$ cat src/rtl/srk_pkg.sv
// Purpose: shared constants for the static ram controller
// Assumes: mclk at 100 MHz
// Notes:   times in ns, counts derived as whole cycles
package srk_pkg;
   localparam int CLK_PERIOD_NS            = 10;
   localparam int ADDR_W                   = 10;
   localparam int DEPTH                    = 1024;
   localparam int READ_CYCLE_MIN_NS        = 450;
   localparam int ACCESS_MAX_NS            = 450;
   localparam int SELECT_ACCESS_MAX_NS     = 230;
   localparam int WRITE_CYCLE_MIN_NS       = 450;
   localparam int ADDRESS_BEFORE_STROBE_NS = 20;
   localparam int WRITE_STROBE_WIDTH_NS    = 300;
   localparam int SELECT_BEFORE_WRITE_END_NS      = 300;
   localparam int INPUT_SETUP_BEFORE_WRITE_END_NS = 300;
   // least times round up
   localparam int READ_CYCLE_MIN_CYC   = (READ_CYCLE_MIN_NS + CLK_PERIOD_NS - 1) / CLK_PERIOD_NS;
   localparam int ACCESS_CYC           = (ACCESS_MAX_NS + CLK_PERIOD_NS - 1) / CLK_PERIOD_NS;
   localparam int WRITE_CYCLE_MIN_CYC  = (WRITE_CYCLE_MIN_NS + CLK_PERIOD_NS - 1) / CLK_PERIOD_NS;
   localparam int ADDRESS_BEFORE_STROBE_CYC =
      (ADDRESS_BEFORE_STROBE_NS + CLK_PERIOD_NS - 1) / CLK_PERIOD_NS;
   localparam int WRITE_STROBE_WIDTH_CYC =
      (WRITE_STROBE_WIDTH_NS + CLK_PERIOD_NS - 1) / CLK_PERIOD_NS;
   localparam int CNT_W = 8;
   localparam logic [CNT_W-1:0] CNT_ZERO = 8'h00;
endpackage

$ cat src/rtl/srk_sync.sv
// Purpose: three-flop synchroniser for the memory data output pin
// Assumes: one clock, asynchronous active-low reset
// Notes:   value changes once the second and third stages agree
`timescale 1ns/1ns
module srk_sync (
   input  wire logic mclk,
   input  wire logic rstn,
   input  wire logic pin,
   output logic      level
);
   typedef struct packed {
      logic s1;
      logic s2;
      logic s3;
      logic lvl;
   } srk_sync_s;
   srk_sync_s st;
   srk_sync_s next_st;
   // shift chain; first stage feeds only the second
   always_comb begin
      next_st     = st;
      next_st.s1  = pin;
      next_st.s2  = st.s1;
      next_st.s3  = st.s2;
      if (st.s2 == st.s3) begin
         next_st.lvl = st.s3;
      end
   end
   // register state
   always_ff @(posedge mclk or negedge rstn) begin
      if (!rstn) begin
         st <= '0;
      end else begin
         st <= next_st;
      end
   end
   assign level = st.lvl;
endmodule

$ cat src/rtl/srk_ctrl.sv
// Purpose: controller driving a 1024x1 static ram through its pins
//          one request in, one answer out, single bits only
// Assumes: mclk 100 MHz; ram is asynchronous; one request at a time
//          ram data pin reaches this block as a resolved level
//          requester holds its request until it is taken
// Notes:   read data is sampled at the end of the read cycle, after sync delay
//          read: address and select go out together, the full access time
//          passes, the pin crosses the synchroniser, then the settled
//          level is latched and answered
//          write: address, data and select go out together, the strobe
//          falls once the address has settled, stays low for its full
//          width, and the cycle is padded to the least write length
//          select rises one cycle after the answer, so the ram output
//          floats before the next request can be taken
//          answer: rsp_valid lasts one cycle; rsp_rdata stands until the
//          next read is answered, writes leave it alone
//          ready: high only while idle, low from take until select rises
//          counts round up, so each phase lasts at least its least time;
//          an 8-bit counter covers every phase at 100 MHz, a faster
//          clock needs a wider one
//          the ram output is never sampled while the strobe is low
//          hazard: the read sample edge comes only after the pin has
//          crossed every synchroniser stage; a shorter count reads stale data
//          a request that arrives while busy waits; nothing is queued
//          limitation: one ram only; a second ram needs its own select
`timescale 1ns/1ns
module srk_ctrl
   import srk_pkg::*;
#(
   parameter int SYNC_CYC = 3
) (
   input  wire logic              mclk,
   input  wire logic              rstn,
   input  wire logic              req_valid,
   output logic                   req_ready,
   input  wire logic              req_write,
   input  wire logic [ADDR_W-1:0] req_addr,
   input  wire logic              req_wdata,
   output logic                   rsp_valid,
   output logic                   rsp_rdata,
   output logic [ADDR_W-1:0]      ram_addr,
   output logic                   ram_din,
   output logic                   ram_select_n,
   output logic                   ram_write_n,
   input  wire logic              ram_dout
);

   // sequencer phases
   typedef enum logic [2:0] {
      ST_IDLE,
      ST_RD,
      ST_WR_SETUP,
      ST_WR_STROBE,
      ST_WR_TAIL,
      ST_DONE
   } srk_state_e;

   // every register of the block but the synchroniser in one word
   typedef struct packed {
      srk_state_e        state;
      logic [CNT_W-1:0]  cnt;
      logic [ADDR_W-1:0] addr;
      logic              din;
      logic              sel_n;
      logic              wr_n;
      logic              rsp;
      logic              rdata;
   } srk_ctrl_s;

   // phase lengths in whole cycles
   // read: access time, then the sync chain, then one edge to catch the
   // settled pin and one more for the agreement stage
   localparam int               RD_SLACK = 2;
   localparam logic [CNT_W-1:0] RD_CNT  = CNT_W'(ACCESS_CYC + SYNC_CYC + RD_SLACK);
   // write: address settles before the strobe falls
   localparam logic [CNT_W-1:0] SU_CNT  = CNT_W'(ADDRESS_BEFORE_STROBE_CYC);
   // write: strobe low for its whole width
   localparam logic [CNT_W-1:0] WP_CNT  = CNT_W'(WRITE_STROBE_WIDTH_CYC);
   // write: rest of the least write cycle after setup and strobe
   localparam logic [CNT_W-1:0] TL_CNT  =
      CNT_W'(WRITE_CYCLE_MIN_CYC - ADDRESS_BEFORE_STROBE_CYC - WRITE_STROBE_WIDTH_CYC);

   // state word and its next value
   srk_ctrl_s st;
   srk_ctrl_s next_st;
   logic      dout_sync;

   // counter is on the last cycle of a phase
   function automatic logic cnt_last(input logic [CNT_W-1:0] cnt);
      return (cnt == CNT_W'(1));
   endfunction

   // dout comes from an asynchronous pin
   srk_sync u_sync (
      .mclk  (mclk),
      .rstn  (rstn),
      .pin   (ram_dout),
      .level (dout_sync)
   );

   // sequencer for read and write cycles
   always_comb begin
      next_st     = st;
      next_st.rsp = 1'b0;
      // counter runs down by itself; phases reload it
      if (st.cnt != CNT_ZERO) begin
         next_st.cnt = st.cnt - 8'h01;
      end
      // one branch per phase
      unique case (st.state)
         // wait for a request; ram deselected, strobe high
         ST_IDLE: begin
            next_st.sel_n = 1'b1;   // deselected lets ram output float
            next_st.wr_n  = 1'b1;
            if (req_valid) begin
               // take it: address, data and select go out together
               next_st.addr  = req_addr;   // ten-bit decode in ram
               next_st.din   = req_wdata;
               next_st.sel_n = 1'b0;       // select only this ram
               // a write starts with address setup, a read with the access wait
               if (req_write) begin
                  next_st.state = ST_WR_SETUP;
                  next_st.cnt   = SU_CNT;  // address before strobe
               end else begin
                  next_st.state = ST_RD;
                  next_st.cnt   = RD_CNT;  // full read cycle plus sync
               end
            end
         end

         // read: wait access time plus sync, select held low
         ST_RD: begin
            // address and select held steady the whole cycle
            if (cnt_last(st.cnt)) begin
               // last count: latch the settled level and answer
               next_st.rdata = dout_sync;  // read returns stored bit
               next_st.rsp   = 1'b1;
               next_st.state = ST_DONE;
            end
         end

         // address settles before the strobe falls
         ST_WR_SETUP: begin
            if (cnt_last(st.cnt)) begin
               // last count: strobe falls
               next_st.wr_n  = 1'b0;
               next_st.cnt   = WP_CNT;     // strobe width
               next_st.state = ST_WR_STROBE;
            end
         end

         // strobe low for its whole width
         ST_WR_STROBE: begin
            // select and data stable across the strobe
            if (cnt_last(st.cnt)) begin
               // last count: strobe rises and the bit is stored
               next_st.wr_n  = 1'b1;       // bit stored at strobe end
               next_st.cnt   = TL_CNT;     // pad to full write cycle
               next_st.state = ST_WR_TAIL;
            end
         end

         // pad to the least write length
         ST_WR_TAIL: begin
            // output not sampled during write
            if (st.cnt <= 8'h01) begin
               // least write length reached: answer
               next_st.rsp   = 1'b1;
               next_st.state = ST_DONE;
            end
         end

         // let select rise for one cycle before the next take
         ST_DONE: begin
            next_st.sel_n = 1'b1;
            next_st.state = ST_IDLE;
         end

         // unused state codes fall back to a deselected idle
         default: begin
            next_st.sel_n = 1'b1;
            next_st.wr_n  = 1'b1;
            next_st.state = ST_IDLE;
         end
      endcase
   end

   // register state; no refresh ever needed
   always_ff @(posedge mclk or negedge rstn) begin
      if (!rstn) begin
         // reset leaves the ram deselected and the strobe high
         st       <= '0;
         st.state <= ST_IDLE;
         st.sel_n <= 1'b1;
         st.wr_n  <= 1'b1;
      end else begin
         st <= next_st;
      end
   end

   // handshake output straight from the state
   assign req_ready    = (st.state == ST_IDLE);

   // answer and ram pins straight from flops
   assign rsp_valid    = st.rsp;
   assign rsp_rdata    = st.rdata;
   assign ram_addr     = st.addr;
   assign ram_din      = st.din;
   assign ram_select_n = st.sel_n;
   assign ram_write_n  = st.wr_n;
endmodule

$ cat config.mk
export PLATFORM = sky130hd
export DESIGN_NAME = srk_ctrl
export DESIGN_NICKNAME = d
export VERILOG_FILES = /design/src/rtl/srk_pkg.sv /design/src/rtl/srk_sync.sv /design/src/rtl/srk_ctrl.sv
export SDC_FILE = /design/constraint.sdc
export NUM_CORES = 1
export LEC_CHECK = 0
export BUFFER_PORTS_ARGS = -buffer_cell sky130_fd_sc_hd__clkbuf_2
export CAP_MARGIN = 20
export CELL_PAD_IN_SITES_DETAIL_PLACEMENT = 1
export CELL_PAD_IN_SITES_GLOBAL_PLACEMENT = 2
export CORE_MARGIN = 2
export CORE_UTILIZATION = 34
export CTS_CLUSTER_SIZE = 8
export DETAILED_ROUTE_END_ITERATION = 7
export PLACE_DENSITY_LB_ADDON = 0.1
export SYNTH_ARGS = -nofsm -noshare
export SYNTH_HDL_FRONTEND = slang
export SYNTH_SLANG_ARGS = --single-unit
$ cat constraint.sdc
create_clock -name mclk -period 2.4 [get_ports mclk]
set_input_delay 0.48 -clock mclk [delete_from_list [all_inputs] [get_ports mclk]]
set_output_delay 0.48 -clock mclk [all_outputs]
set_load 0.005 [all_outputs]
After elaboration in Yosys (flattened, before gate mapping)

Cells that the tools add are included.

Register bits after elaboration: 30
Latch bits: 0
Memory bits (writable): 0
Bits in read-only memories: 0
Logic and storage cells: 51
Memories: 0

$add $sub $neg: 1
$mul: 0
Divide/modulo/power cells: 0
Order comparisons: 1
Equal/unequal tests: 12
Shift-type cells: 0
Muxes and demuxes: 16
Bitwise logic cells: 1
Reductions and logical operators: 8

Operators by type and width:

| cell                                                                             | count |
|---|---|
| 8-bit one-hot mux with 3 select lines                                            | 1 |
| 23-bit two-way mux                                                               | 1 |
| 11-bit two-way mux                                                               | 2 |
| 3-bit one-hot mux with 5 select lines                                            | 1 |
| 10-bit two-way mux                                                               | 1 |
| 2-bit inequality test, second input constant                                     | 5 |
| 8-bit by 1-bit == test with 1-bit output, second input constant                  | 1 |
| 8-bit by 1-bit less-or-equal comparator with 1-bit output, second input constant | 1 |
| 8-bit two-way mux                                                                | 1 |
| 8-bit nonzero test                                                               | 1 |
| 8-bit by 1-bit subtractor with 8-bit output, second input constant               | 1 |
| 3-bit by 2-bit == test with 1-bit output, second input constant                  | 2 |
| 3-bit == test, second input constant                                             | 2 |
| 3-bit two-way mux                                                                | 2 |
| 5-bit AND reduction                                                              | 1 |
| 1-bit one-hot mux with 2 select lines                                            | 2 |
| 2-bit AND reduction                                                              | 2 |
| 4-bit OR reduction                                                               | 1 |
| 3-bit by 1-bit == test with 1-bit output, second input constant                  | 1 |
| 3-bit zero test                                                                  | 1 |
| 1-bit two-way mux                                                                | 3 |
| 1-bit one-hot mux with 3 select lines                                            | 1 |
| 3-bit AND reduction                                                              | 1 |
| 3-bit OR reduction                                                               | 1 |
| 3 further kinds                                                                  | 3 |

Logic depth before layout (Yosys ltp)

Gate-level depths: netlist of the first run.

Word-level depth: 4
Depth in mapped cells: 7
Mapped depth without buffers: 6

Hierarchy

From an unflattened synthesis of the first run, not the netlist that was laid out.

Cell total of the unflattened synthesis: 139
Area, all modules: 1520.2 sq um

By module, submodules not included:

| module   | times used | cells an instance | area each (sq um) | seq. area each (sq um) |
|---|---|---|---|---|
| srk_ctrl | 1          | 134               | 1408.9            | 653.1 |
| srk_sync | 1          | 5                 | 111.4             | 100.1 |

Worst setup path before layout of the first run

OpenSTA, ideal clock, no wires.

Kind: register to register
Start: register st[17] in the netlist's numbering
End: register st, in the netlist rsp_rdata
Data arrival time: 1612 ps
Path slack: 664 ps
Stages on the path, launching flop included: 5
Path buffers: 0
Period minus slack after synthesis: 1736 ps
Cell sequence: dfrtp_1 nor4_4 nand4_1 nor3_1 mux2_2

Word-level cells in the longest chain between the ends: 2

RTL lines:

| element                                  | RTL line        | source |
|---|---|---|
| from (decl)                              | srk_ctrl.sv:84  | `srk_ctrl_s st;` |
| from (signal assigned)                   | srk_ctrl.sv:197 | `st <= next_st;` |
| 8-bit by 1-bit == test with 1-bit output | srk_ctrl.sv:90  | `return (cnt == CNT_W'(1));` |
| 2-bit AND reduction (no line)            | --              |  |

Every way passes these cells.
A chain may end at the register's enable or synchronous reset.

Worst setup path after layout of the first run

Same ends and word-level chain as after synthesis.

==> metrics.txt, run 1 <==
Worst EP arrival roughly 2.1 ns; post-synth top area cell dfrtp_1; core area 0.00432 sq mm; vias in the first global route approximately 1200; top cell type's share of synthesized area about 46%; Gate power share between 30 and 40%; Placement Rows 24; crit path launch type flip-flop; post-CTS resize count 0; worst-margin pin slew ~0.76 ns; IO Count 32; vias per cell ~5.1; Critical Path Slowest Stage Cell nor4_4; CP Cell Sequence nor4_4 -> nand4_1 -> nor3_1 -> mux2_2; P_leak about 0.80 nW; routed length per placed instance 15.7 um; Fin Setup TNS 0 ns; max frequency about 0.52 GHz; Buf/Inv on CP 0; fillers 508; Crit. End Element flip-flop; final setup violation count 0; Yosys reg bits 30; clock share of power approximately a fifth; DRT Pass-1 Iters 4; Post-Syn Area between 0.0015 and 0.002 sq mm; post-synthesis mux area share 10.2%; worst hold path type primary input to asynchronous set/reset pin; number of synthesized flops with an enable pin 0; Post-Synth Adder-Cell Area ~3.1%; Flop pwr share 42.3%; pin count of the biggest net entering global routing 31; post-route ant nets 0; die width just over 70 um; asr flop ratio synth 100%; max_slew headroom between 40% and 50%; clock latency on the worst-skew pair 0.28 ns; H-tree Lvls 2; Sw Share 36.2%; Initial Util between 30% and 40%; Setup Buffers After CTS 0; total vias in the final route about 1100; clock root cell clkbuf_8; layout cells sized above 1 35.3%; die area 0.00502 sq mm; Compound-Gate Fraction of Synth Area approximately 11%; CTS buffer count 5; internal power ~1.3 mW; sw power approximately 0.76 mW; CP Class flip-flop to flip-flop; post-synth net total 160; YS warnings 0; global-route wire length before repair 6.13 mm; clk buf depth 2; main combinational cell family by area after synthesis simple AND/OR/NAND/NOR gates; RSZ-0062 raised after global routing no; ANT cells 0; top cells by area, synth dfrtp_1 (46%), mux2_2 (8.9%), buf_4 (4.9%); clock-pin slew on the worst setup and hold paths ~0.070 ns; required time worst endpoint between 2 and 3 ns; Initial DRC Count 24; Primary FF master, synth dfrtp_1; DRC 0; Avg Cell Area, Syn 10.8 sq um; Final Critical Period approximately 1.9 ns; GRT Util Overall 15.9%; max cap viols 0; Hold WS 0.258 ns; worst reg2reg setup slack 0.48 ns; final std cells w/o fill roughly 220; simple logic cell fraction of the synthesized area between 10% and 20%; Clock Skews ~0.0029 ns; Worst Path Max Fanout 10; IO buf count 31; total wire length between 3 and 4 mm; GP Congestion approximately 0.76; peak supply drop 0.548 mV; Worst path max stage delay around 0.55 ns; Distinct cells, synth 40; post-DP HPWL around 2.5 mm; cts-stage hold buffer count 0; P&R area growth vs syn 15.7%; CTS tree done; # nets final about 190; final max-slew violation count 0; Final period util between 80% and 90%; status complete, no violations; dpl cells about 210; sequential-to-total area share from yosys stat between 40% and 50%; PD cells approximately 1200 mW/mm^2; Cells after Synth ~140; clk sinks 30; initial antenna violation count 0; Die Height 70.9 um; grt ovf 0; Post-Synth XOR/XNOR Area under 10%; CP top delay family simple AND/OR/NAND/NOR gates; final hold violations 0
-- cell families after synthesis --
kind of cell    Yosys count
simple gates             42
flops                    30
compound gates           23
buf+inv                  21
mux                      14
xor+xnor                  7
fa+ha+maj                 4
-- sequential cells by signal, indices dropped and copies added (netlist names) --
register / count
ram_select_n: 1
rsp_rdata: 1
u_sync.st: 1
st: 11
ram_write_n: 1
u_sync.next_st: 2
rsp_valid: 1
u_sync.level: 1
ram_din: 1
ram_addr: 10
-- metal layers --
layer  GRT usage, %  part of all wire (%)
met2           25.9                    51
met3           5.13                   3.3
met1           20.1                    45
met4           5.03                  0.73
met5              0                     0
-- worst register-to-register path, stage by stage, from the launching register on --
cell     delay, ns
dfrtp_1       0.44
nor4_4        0.55
nand4_1       0.26
nor3_1        0.21
mux2_2        0.35
-- worst paths after layout --
check / start / to / cells after the start
min: rstn / st[21]$_DFF_PN0_ / 1
max in group asynchronous: rstn / ram_addr[3]$_DFFE_PN0P_ / 1
min in group mclk: ram_dout / u_sync.next_st[2]$_DFF_PN0_ / 1
max reg2reg: st[17]$_DFF_PN0_ / rsp_rdata$_DFFE_PN0P_ / 4
max: st[17]$_DFF_PN0_ / rsp_rdata$_DFFE_PN0P_ / 4
min reg2reg: u_sync.next_st[2]$_DFF_PN0_ / u_sync.next_st[1]$_DFF_PN0_ / 0
-- power groups by stage --
stage / clock network, mW / registers, mW / logic [mW]
floorplan: 0 / 0.838 / 0.674
global placement: 0 / 0.883 / 0.772
detailed placement: 0 / 0.897 / 0.789
CTS: 0.442 / 0.888 / 0.796
global route: 0.470 / 0.917 / 0.892
finish: 0.423 / 0.882 / 0.782
-- synthesized netlist by cell type, types with 2 or more instances --
cell	count
dfrtp_1	28
mux2_2	12
nor2_1	12
buf_4	10
nand2_1	7
nor3_1	7
clkbuf_1	5
inv_1	5
o21ai_0	5
a21oi_1	4
nand3_1	4
xor2_1	4
ha_1	3
nand4_1	3
nor2b_1	3
xnor2_1	3
dfstp_2	2
mux2i_1	2
-- metrics by stage --
stage	utilization (%)	power, mW	cell area, sq um	setup WS, ns
5_1_grt	40.7	2.28	1760	0.255
3_3_place_gp	38.5	1.66	1660	0.513
2_1_floorplan	-	1.51	1520	0.664
4_1_cts	40.7	2.13	1760	0.468
6_report	40.7	2.09	1760	0.477
3_5_place_dp	38.5	1.69	1660	0.480
-- area by class of cell --
class | instances | area (sq um) | area share, %
Tap cell | 52 | 65.1 | 3.70
Sequential cell | 30 | 753 | 42.8
Inverter | 5 | 18.8 | 1.07
Clock inverter | 2 | 12.5 | 0.711
Multi-Input combinational cell | 90 | 649 | 36.9
Timing Repair Buffer | 34 | 178 | 10.1
Clock buffer | 6 | 82.6 | 4.69
-- layout by cell type (no fill, tap or decap), drive strengths merged, types with 2 or more instances in the layout --
cell    count
inv         5
mux2i       2
nor2       12
o21ai       5
nor2b       3
ha          3
nand2       7
nand3       4
dfrtp      28
mux2       12
clkbuf     37
nand4       3
xor2        4
xnor2       3
buf         3
dfstp       2
a21oi       5
nor3        7
Note: power is estimated with default switching activity, not from simulation.
==> run 2, diff against run 1 <==
--- a/config.mk
+++ b/config.mk
@@ -5,12 +5,13 @@
 export SDC_FILE = /design/constraint.sdc
 export NUM_CORES = 1
 export LEC_CHECK = 0
+export ABC_AREA = 1
 export BUFFER_PORTS_ARGS = -buffer_cell sky130_fd_sc_hd__clkbuf_2
 export CAP_MARGIN = 20
 export CELL_PAD_IN_SITES_DETAIL_PLACEMENT = 1
 export CELL_PAD_IN_SITES_GLOBAL_PLACEMENT = 2
 export CORE_MARGIN = 2
-export CORE_UTILIZATION = 34
+export CORE_UTILIZATION = 29
 export CTS_CLUSTER_SIZE = 8
 export DETAILED_ROUTE_END_ITERATION = 7
 export PLACE_DENSITY_LB_ADDON = 0.1
==> constraint.sdc (replaced) <==
create_clock -name mclk -period 1.65 [get_ports mclk]
set_input_delay 0.33 -clock mclk [delete_from_list [all_inputs] [get_ports mclk]]
set_output_delay 0.33 -clock mclk [all_outputs]
set_load 0.005 [all_outputs]
==> run 2 against run 1 <==
Worst setup slack got worse by 0.37 ns. Cell area increased by 5.6%. Total power increased by 57%. Utilization decreased by 6.3 points. Global-route usage decreased by 3.0 points. Worst hold slack got worse by 0.097 ns. First-iteration DRC count increased by 42%. Via count increased by 8.5%. Non-clock buffer count unchanged.
==> metrics.txt, run 2 <==
Placement Rows 27; clk sinks 30; met2 WL between 1.5 and 2 mm; final max-slew violation count 0; P&R area growth vs syn 16.3%; post-route ant nets 0; Post-Syn Area roughly 0.0016 sq mm; crit path launch type flip-flop; Final Critical Period roughly 1.5 ns; ANT cells 0; top cells by area, synth dfrtp_1 (44%), nand2_1 (12%), buf_4 (4.7%); Initial Util 29.6%; status complete, no violations; PD cells roughly 1800 mW/mm^2; # nets final 231; Primary FF master, synth dfrtp_1; Fin Setup TNS 0 ns; Avg Cell Area, Syn slightly below 9 sq um; Worst Path Max Fanout 7; Cells after Synth between 150 and 200; Final period util slightly above 90%; clock-pin slew on the worst setup and hold paths 0.06 ns; worst hold path type primary input to flip-flop; initial antenna violation count 0; GP Congestion ~0.71; CTS tree done; asr flop ratio synth 100%; die area 0.00612 sq mm; global-route wire length before repair 6.10 mm; IO Count 32; peak supply drop 0.548 mV; IO buf count 31; hold path start ram_dout; grt ovf 0; worst-margin pin slew a little over 0.4 ns; Die Height between 70 and 80 um; Top reg by flops st; Metal-1 WL ~1.6 mm; Worst EP arrival between 1 and 1.5 ns; YS warnings 0; Crit. End Element output pin; top cell type's share of synthesized area between 40% and 50%; Yosys reg bits 30; H-tree Lvls 2; CTS buffer count 5; most common cell after layout, fill and taps aside nand2_1; clock latency on the worst-skew pair 0.28 ns; Critical Path Start st[25]$_DFFE_PN0P_; post-synth top area cell dfrtp_1; die width slightly below 80 um; required time worst endpoint between 1 and 1.5 ns; Top Layer Used met4; Initial DRC Count 34; area of the multi-input gates 653 sq um; CP Class flip-flop to output pin; cell area after layout 0.00186 sq mm; clk buf depth 2; core area 0.00541 sq mm; vias per cell 4.27; final setup violation count 0; final hold violations 0; max cap viols 0; Distinct cells, synth 30; flip-flop and latch area between 700 and 800 sq um; max_slew headroom approximately 73%; commonest cells after routing, fill and taps aside nand2_1 (52), clkbuf_2 (31), dfrtp_1 (28), inv_1 (18), nor2_1 (14); count leader, synth nand2_1; vias in the first global route ~1300; P_leak approximately 1 nW; RSZ-0062 raised after global routing no; DRT Pass-1 Iters 2; total vias in the final route around 1200; placed instance area roughly 0.0018 sq mm; post-synth net total approximately 200; Clock Skews around 0.0086 ns; GRT Util Overall roughly 13%; synth cell count leaders nand2_1 (52), dfrtp_1 (28), inv_1 (19), nor2_1 (14), buf_4 (10); number of synthesized flops with an enable pin 0; Critical R2R Launch st[16]$_DFF_PN0_; DRC 0; max reg flops 11; routed length per placed instance around 12 um; fillers 676; total wire length ~3.4 mm; post-DP HPWL 2.69 mm; max frequency 0.649 GHz; layout cells sized above 1 30.7%; clock root cell clkbuf_8; pin count of the biggest net entering global routing 18; sequential-to-total area share from yosys stat 47.1%; met3 wire len ~160 um
==> run 2: logic make-up after synthesis <==
group / count (synthesis) / share of synthesized area (%)
compound gates: 15 / 5.64
flops: 30 / 47.1
buf+inv: 34 / 12.0
simple gates: 96 / 29.5
xor+xnor: 5 / 2.74
fa+ha+maj: 4 / 2.98
==> run 2: layer usage <==
metal | GRT usage (%) | vias to the layer above
li1 | - | 609
met1 | 16.0 | 575
met2 | 20.9 | 24
met3 | 4.02 | 5
met4 | 4.74 | 0
met5 | 0 | -
==> run 2: report_power, final <==
| group | switching (mW) | total, mW | internal (mW) | leakage [nW] |
|---|---|---|---|---|
| clock | 0.264 | 0.595 | 0.330 | 0.0443 |
| combinational | 0.868 | 1.44 | 0.571 | 0.569 |
| sequential | 0.212 | 1.24 | 1.03 | 0.371 |
==> run 2: critical path: stages, from the launching register on <==
cell      delay, ns
dfrtp_1        0.48
nor2_4         0.17
nand2_4        0.09
inv_1          0.08
clkbuf_2       0.11
==> run 2: metrics by stage <==
stage	hold slack [ns]	util, %	total power [mW]	setup WS (ns)	std cells
after floorplan	0.0344	-	2.43	0.375	184
after global placement	0.276	32.6	2.68	0.211	276
after detailed placement	0.281	32.6	2.72	0.143	276
after CTS	0.147	34.4	3.35	0.0912	284
after global routing	0.149	34.4	3.61	0.0422	284
final	0.161	34.4	3.28	0.109	284
==> run 2: what timing repair did <==
action / 4_1_cts / 5_1_grt
setup endpoints to repair: 0 / 1
resized for setup: 0 / 1
hold buffers: 1 / 0
buffers inserted: 0 / 0
hold endpoints to repair: 12 / 0
==> run 2: final timing paths <==
path | cells past startpoint | to | slack, ns
hold / removal | 1 | u_sync.next_st[2]$_DFF_PN0_ | 0.16
setup reg to reg | 9 | st[23]$_DFFE_PN0P_ | 0.20
setup / recovery | 4 | req_ready | 0.11
max in group asynchronous | 3 | ram_write_n$_DFFE_PN1P_ | 0.63
hold reg to reg | 0 | u_sync.next_st[1]$_DFF_PN0_ | 0.36
min in group asynchronous | 2 | st[22]$_DFF_PN0_ | 0.50
==> run 2: layout make-up <==
type | count | area share [%]
clock buffer | 7 | 4.65
inverter | 21 | 4.44
multi-input combinational | 120 | 35.2
sequential | 30 | 40.5
tap | 72 | 4.85
timing repair buffer | 34 | 10.4
